<file path="src/hdl/cie_pkg.sv">
`default_nettype none
package cie_pkg;
   // Restart target taken on a non-maskable acceptance
   localparam logic [15:0] CIE_NMI_VECTOR   = 16'h0066;
   // Reset values of the enable flops (disabled)
   localparam logic        CIE_ENABLE_RESET = 1'b0;
   // Instruction codes on the decoded instruction port
   localparam int          CIE_OP_W         = 3;
   localparam logic [2:0]  CIE_OP_NONE      = 3'h0;
   localparam logic [2:0]  CIE_OP_ENABLE    = 3'h1;
   localparam logic [2:0]  CIE_OP_DISABLE   = 3'h2;
   localparam logic [2:0]  CIE_OP_NMI_RETURN = 3'h3;
   localparam logic [2:0]  CIE_OP_LD_VBASE  = 3'h4;
   localparam logic [2:0]  CIE_OP_LD_REFR   = 3'h5;
   localparam logic [2:0]  CIE_OP_OTHER     = 3'h6;
   // Synchroniser depth for the request pins
   localparam int          CIE_SYNC_STAGES  = 2;
   typedef enum logic [2:0] {
      CIE_ST_RUN   = 3'b001,
      CIE_ST_NMI   = 3'b010,
      CIE_ST_INT   = 3'b100
   } cie_state_e;
endpackage
`default_nettype wire

</file>
<file path="src/hdl/cie_sync.sv">
`default_nettype none
module cie_sync
   import cie_pkg::*;
#(
   parameter int STAGES = CIE_SYNC_STAGES
) (
   input  wire logic clk,
   input  wire logic rst,
   input  wire logic din,
   output logic      dout
);
   logic [STAGES-1:0] sh_r;
   logic [STAGES-1:0] sh_nxt;

   // A single stage would leave metastability on the logic side
   if (STAGES < 2) begin : g_bad_depth
      $error("cie_sync needs at least two stages");
   end

   always_comb begin
      sh_nxt = {sh_r[STAGES-2:0], din};
   end

   always_ff @(posedge clk) begin
      if (rst) begin
         sh_r <= '0;
      end else begin
         sh_r <= sh_nxt;
      end
   end

   assign dout = sh_r[STAGES-1];
endmodule
`default_nettype wire

</file>
<file path="src/hdl/cie_enable_logic.sv">
`default_nettype none
module cie_enable_logic
   import cie_pkg::*;
(
   input  wire logic                clk,
   input  wire logic                rst,
   input  wire logic                int_req_n,
   input  wire logic                nmi_req_n,
   input  wire logic                instr_done,
   input  wire logic [CIE_OP_W-1:0] instr_op,
   output logic                     int_enable_primary,
   output logic                     int_enable_shadow,
   output logic                     accept_nmi,
   output logic                     accept_int,
   output logic [15:0]              restart_addr,
   output logic                     restart_valid,
   output logic                     parity_flag,
   output logic                     parity_load
);
   logic       int_req_s;
   logic       nmi_req_s;
   logic       nmi_prev_r;
   logic       nmi_prev_nxt;
   logic       nmi_pend_r;
   logic       nmi_pend_nxt;
   logic       pri_r;
   logic       pri_nxt;
   logic       shd_r;
   logic       shd_nxt;
   logic       en_hold_r;
   logic       en_hold_nxt;
   logic [1:0] bnd_cnt_r;
   logic [1:0] bnd_cnt_nxt;
   logic       par_r;
   logic       par_nxt;
   logic       par_ld_r;
   logic       par_ld_nxt;
   logic [15:0] rst_addr_r;
   logic [15:0] rst_addr_nxt;
   logic       rst_vld_r;
   logic       rst_vld_nxt;
   cie_state_e state_r;
   cie_state_e state_nxt;
   logic       take_nmi;
   logic       take_int;

   function automatic logic is_acc_load(input logic [CIE_OP_W-1:0] op);
      is_acc_load = (op == CIE_OP_LD_VBASE) || (op == CIE_OP_LD_REFR);
   endfunction

   // Decode assumes three opcode bits and a real two-flop pin stage
   if (CIE_OP_W != 3 || CIE_SYNC_STAGES < 2) begin : g_bad_cfg
      $error("cie_enable_logic: unsupported opcode width or sync depth");
   end

   // Request pins come from peripherals, off this clock
   cie_sync #(.STAGES(CIE_SYNC_STAGES)) u_sync_int (
      .clk  (clk),
      .rst  (rst),
      .din  (~int_req_n),
      .dout (int_req_s)
   );
   cie_sync #(.STAGES(CIE_SYNC_STAGES)) u_sync_nmi (
      .clk  (clk),
      .rst  (rst),
      .din  (~nmi_req_n),
      .dout (nmi_req_s)
   );

   assign take_nmi = instr_done && (nmi_pend_r || (nmi_req_s && !nmi_prev_r));
   assign take_int = instr_done && !take_nmi && int_req_s && pri_r && !en_hold_r
                     && (instr_op != CIE_OP_ENABLE);

   always_comb begin
      // Edge caught any time so a short pulse is not lost before a boundary
      nmi_prev_nxt = nmi_req_s;
      nmi_pend_nxt = nmi_pend_r;
      if (nmi_req_s && !nmi_prev_r) begin
         nmi_pend_nxt = 1'b1;
      end
      if (take_nmi) begin
         nmi_pend_nxt = 1'b0;
      end
   end

   always_comb begin
      pri_nxt     = pri_r;
      shd_nxt     = shd_r;
      en_hold_nxt = en_hold_r;
      par_nxt     = par_r;
      par_ld_nxt  = 1'b0;
      state_nxt   = CIE_ST_RUN;
      if (instr_done) begin
         en_hold_nxt = 1'b0;
         case (instr_op)
            CIE_OP_ENABLE: begin
               pri_nxt     = 1'b1;
               shd_nxt     = 1'b1;
               en_hold_nxt = 1'b1;
            end
            CIE_OP_DISABLE: begin
               pri_nxt = 1'b0;
               shd_nxt = 1'b0;
            end
            CIE_OP_NMI_RETURN: begin
               pri_nxt = shd_r;
            end
            default: begin
               pri_nxt = pri_r;
            end
         endcase
         if (is_acc_load(instr_op)) begin
            par_nxt    = shd_r;
            par_ld_nxt = 1'b1;
         end
         if (take_nmi) begin
            pri_nxt   = 1'b0;
            shd_nxt   = (instr_op == CIE_OP_ENABLE) ? 1'b1 :
                        (instr_op == CIE_OP_DISABLE) ? 1'b0 : shd_r;
            state_nxt = CIE_ST_NMI;
         end else if (take_int) begin
            pri_nxt   = 1'b0;
            shd_nxt   = 1'b0;
            state_nxt = CIE_ST_INT;
         end
      end
   end

   always_comb begin
      rst_addr_nxt = rst_addr_r;
      rst_vld_nxt  = 1'b0;
      if (take_nmi) begin
         rst_addr_nxt = CIE_NMI_VECTOR;
         rst_vld_nxt  = 1'b1;
      end
   end

   always_ff @(posedge clk) begin
      if (rst) begin
         nmi_prev_r <= 1'b0;
         nmi_pend_r <= 1'b0;
      end else begin
         nmi_prev_r <= nmi_prev_nxt;
         nmi_pend_r <= nmi_pend_nxt;
      end
   end

   always_ff @(posedge clk) begin
      if (rst) begin
         pri_r     <= CIE_ENABLE_RESET;
         shd_r     <= CIE_ENABLE_RESET;
         en_hold_r <= 1'b0;
         par_r     <= 1'b0;
         par_ld_r  <= 1'b0;
         state_r   <= CIE_ST_RUN;
      end else begin
         pri_r     <= pri_nxt;
         shd_r     <= shd_nxt;
         en_hold_r <= en_hold_nxt;
         par_r     <= par_nxt;
         par_ld_r  <= par_ld_nxt;
         state_r   <= state_nxt;
      end
   end

   always_ff @(posedge clk) begin
      if (rst) begin
         rst_addr_r <= 16'h0000;
         rst_vld_r  <= 1'b0;
      end else begin
         rst_addr_r <= rst_addr_nxt;
         rst_vld_r  <= rst_vld_nxt;
      end
   end

   assign int_enable_primary = pri_r;
   assign int_enable_shadow  = shd_r;
   assign accept_nmi         = (state_r == CIE_ST_NMI);
   assign accept_int         = (state_r == CIE_ST_INT);
   assign restart_addr       = rst_addr_r;
   assign restart_valid      = rst_vld_r;
   assign parity_flag        = par_r;
   assign parity_load        = par_ld_r;

   // Checker-only count of boundaries since the last enable, saturating
   always_comb begin
      bnd_cnt_nxt = bnd_cnt_r;
      if (instr_done) begin
         if (instr_op == CIE_OP_ENABLE) begin
            bnd_cnt_nxt = 2'h0;
         end else if (bnd_cnt_r != 2'h2) begin
            bnd_cnt_nxt = bnd_cnt_r + 2'h1;
         end
      end
   end

   always_ff @(posedge clk) begin
      if (rst) begin
         bnd_cnt_r <= 2'h2;
      end else begin
         bnd_cnt_r <= bnd_cnt_nxt;
      end
   end
endmodule
`default_nettype wire

</file>
<file path="config.mk">
export PLATFORM = sky130hd
export DESIGN_NAME = cie_enable_logic
export DESIGN_NICKNAME = d
export VERILOG_FILES = /design/src/hdl/cie_pkg.sv /design/src/hdl/cie_sync.sv /design/src/hdl/cie_enable_logic.sv
export SDC_FILE = /design/constraint.sdc
export NUM_CORES = 1
export LEC_CHECK = 0
export BUFFER_PORTS_ARGS = -buffer_cell sky130_fd_sc_hd__buf_4
export CAP_MARGIN = 20
export CORE_MARGIN = 2
export CORE_UTILIZATION = 49
export DETAILED_ROUTE_END_ITERATION = 7
export PLACE_DENSITY = 0.81
export SKIP_LAST_GASP = 1
export SLEW_MARGIN = 20
export SYNTH_ARGS = -nofsm -noshare
export SYNTH_HDL_FRONTEND = slang
export SYNTH_SLANG_ARGS = --single-unit
</file>
<file path="constraint.sdc">
create_clock -name clk -period 2.22 [get_ports clk]
set_input_delay 0.222 -clock clk [delete_from_list [all_inputs] [get_ports clk]]
set_output_delay 0.222 -clock clk [all_outputs]
set_load 0.03 [all_outputs]
</file>
==> impl_metrics.toml <==
[timing]
tns_ns = 0
hold_viol = 0
fin_hold_ws_ns = 0.0788
rsz0062_at_grt = "false"
maxSlewViolCount = 0
clock.fmax_ghz = 0.831
fin_crit_ns = 1.20
setup_viol = 0
finalCritPeriodShare = 0.542
skew_ns = 0.00135

[floorplanning]
start_util = 0.516
core_um2 = 1470
die_h_um = 43.4
die_area_um2 = 1880
fp.dieW_um = 43.4
io_pins = 31
placementRows = 14

[setup_path]
path_class = "reg2out"
reg2reg_to = "int_enable_shadow"
critPathBufInv = 1
start_kind = "flop"
r2r_cells = 4
r2r_setup_slack_ns = 1.02
worst_setup_path_end_kind = "output port"
rr_startpoint = "int_enable_primary"
cp.required_ns = 2.00
crit_chain = "nor3b_1, buf_4"
critPathSlowestCell = "dfxtp_1"
arrival_ns = 0.98
cp_top_family = "flip-flops"
cp_max_fo = 2
max_stage_delay_ns = 0.33

[cts]
clockBufferDepth = 2
clock-sinks = 16
h-tree-depth = 1
root_buffer = "clkbuf_4"
cts_tree = "yes"
holdBufCountCts = 0
cts_resized = 0
cts_buffers = 3
post_cts_buffers = 0
clk_latency_ns = 0.28
clkSlewWorstSetupHoldPaths_ns = 0.08

[hold_path]
min_from = "int_req_n"
holdPathStages = 2
whs_endpoint = "u_sync_int.sh_r[0]"
hold_path.class = "in2reg"

[logic_synthesis]
ys_seq_area_frac = 0.422
synth_compound_area_frac = 0.0791
ys_seq_elements = 16
yosys.area_share.simple = 0.265
netlist_area_um2 = 759
synth_top_family_by_area = "simple AND/OR/NAND/NOR gates"
synthXorXnorAreaFrac = 0.0115
synthAdderAreaFrac = 0
yosysWarnings = 0
muxShareOfSynthArea = 0.0264
avgSynthCellArea_um2 = 9.49
synthCells = 80
synth.distinct_cells = 28

[placed_design]
place_hpwl_um = 902
gp_congestion = 0.838
portBuffers = 18

[finish]
n_fill_cell = 154
multi_input_area_um2 = 335
diodes = 0
seq_area_um2 = 320
nets = 104
drive_above_1_share = 0.266
synthToLayoutAreaGrowth_pct = 11.0

[outcome]
status = "complete, no violations"

[global_route]
grt_pass1_wl_mm = 1.99
grtUsageTotal = 0.139
first_global_vias = 497
antenna_found_initial = 0
gr-total-overflow = 0
grt_max_degree = 13

[pwr]
powerDensity_nw_per_um2 = 649
power_leakage_nw = 0.386
vdd.ir_drop.worst_v = 0.000402

[routing]
wl_mm = 1.18
drtPass1Iterations = 4
wl_per_cell_um = 10.7
first_iter_violations = 15
ant_nets = 0
num_vias = 555
via_per_inst = 5.05
drc_errors = 0

[run]
drv_cap = 0
==> Yosys cell counts <==
library cell	n	share of area
xnor2_1	1	0.012
nor2_1	9	0.044
inv_4	1	0.0082
and2b_1	1	0.0099
and3_4	1	0.015
mux2i_1	2	0.026
o211a_1	1	0.013
nand3b_1	1	0.0099
nor3b_1	3	0.030
nor3_1	4	0.026
inv_1	1	0.0049
nand3_1	1	0.0066
and4b_1	1	0.013
nand2b_1	4	0.033
buf_4	16	0.16
nor2b_1	5	0.041
conb_1	1	0.0049
buf_6	1	0.015
a32o_1	1	0.013
nor4_2	1	0.016
o21ai_1	1	0.0066
o22ai_1	2	0.016
and2_1	1	0.0082
clkbuf_1	1	0.0049
dfxtp_1	16	0.42
o21bai_1	1	0.0099
a221oi_2	1	0.020
nand4b_1	1	0.012
==> layer usage <==
layer	part of all wire	up-vias	track usage
li1	-	270	-
met1	0.37	246	0.157
met2	0.50	31	0.245
met3	0.097	8	0.0292
met4	0.027	0	0.0727
met5	0	-	0
==> cells in the final DEF, fill, tap and decap left out, types with 2 or more instances in the layout <==
| cell type | synthesis | layout |
|---|---|---|
| conb_1 | 1 | 12 |
| nor3_1 | 4 | 4 |
| nand2b_1 | 4 | 4 |
| o22ai_1 | 2 | 2 |
| clkbuf_4 | 0 | 3 |
| buf_4 | 16 | 18 |
| dfxtp_1 | 16 | 16 |
| nor2b_1 | 5 | 5 |
| nor3b_1 | 3 | 3 |
| mux2i_1 | 2 | 2 |
| nor2_1 | 9 | 9 |
==> registers in the layout, summed over array words and instances, names as in the netlist <==
name,cells
restart_valid,1
nmi_prev_r,1
u_sync_nmi.sh_r,2
nmi_pend_r,1
parity_load,1
int_enable_shadow,1
en_hold_r,1
state_r,3
restart_addr,1
u_sync_int.sh_r,2
parity_flag,1
int_enable_primary,1
==> logic make-up after synthesis <==
group,after synthesis
AO/OA/AOI/OAI,7
buffers and inverters,20
flip-flops,16
AND/OR/NAND/NOR,33
multiplexers,2
other,1
XOR/XNOR,1
==> worst max path at each step <==
stage,from,endpoint,slack (ns),cells past startpoint
final,state_r[2],accept_int,1.02,2
after global routing,state_r[2],accept_int,0.90,2
after CTS,state_r[2],accept_int,1.0,2
after detailed placement,instr_done,int_enable_shadow,1.02,5
after global placement,instr_op[0],int_enable_primary,1.06,5
after floorplan,int_enable_primary,int_enable_shadow,0.94,4
==> per-stage QoR <==
stage	cells	setup slack, ns	power [W]	util	area (um^2)
finish	110	1.02	0.000548	0.573	843
global route	110	0.898	0.000570	0.573	843
CTS	110	0.998	0.000550	0.573	843
detailed placement	107	1.02	0.000410	0.558	821
global placement	107	1.06	0.000408	0.558	821
floorplan	91	0.938	0.000404	-	801
==> cell type report <==
type,count,area share
multi-input cells,55,0.398
flip-flops and latches,16,0.380
repair buffers,18,0.160
clock buffers,3,0.0267
well taps,16,0.0237
inverters,2,0.0119
==> power by group <==
| part | switching, W | internal (W) | total, W |
|---|---|---|---|
| clock network | 0.0000810 | 0.0000630 | 0.000144 |
| registers | 0.00000588 | 0.000297 | 0.000302 |
| logic | 0.0000679 | 0.0000334 | 0.000101 |
Note: power is estimated with default switching activity, not from simulation.
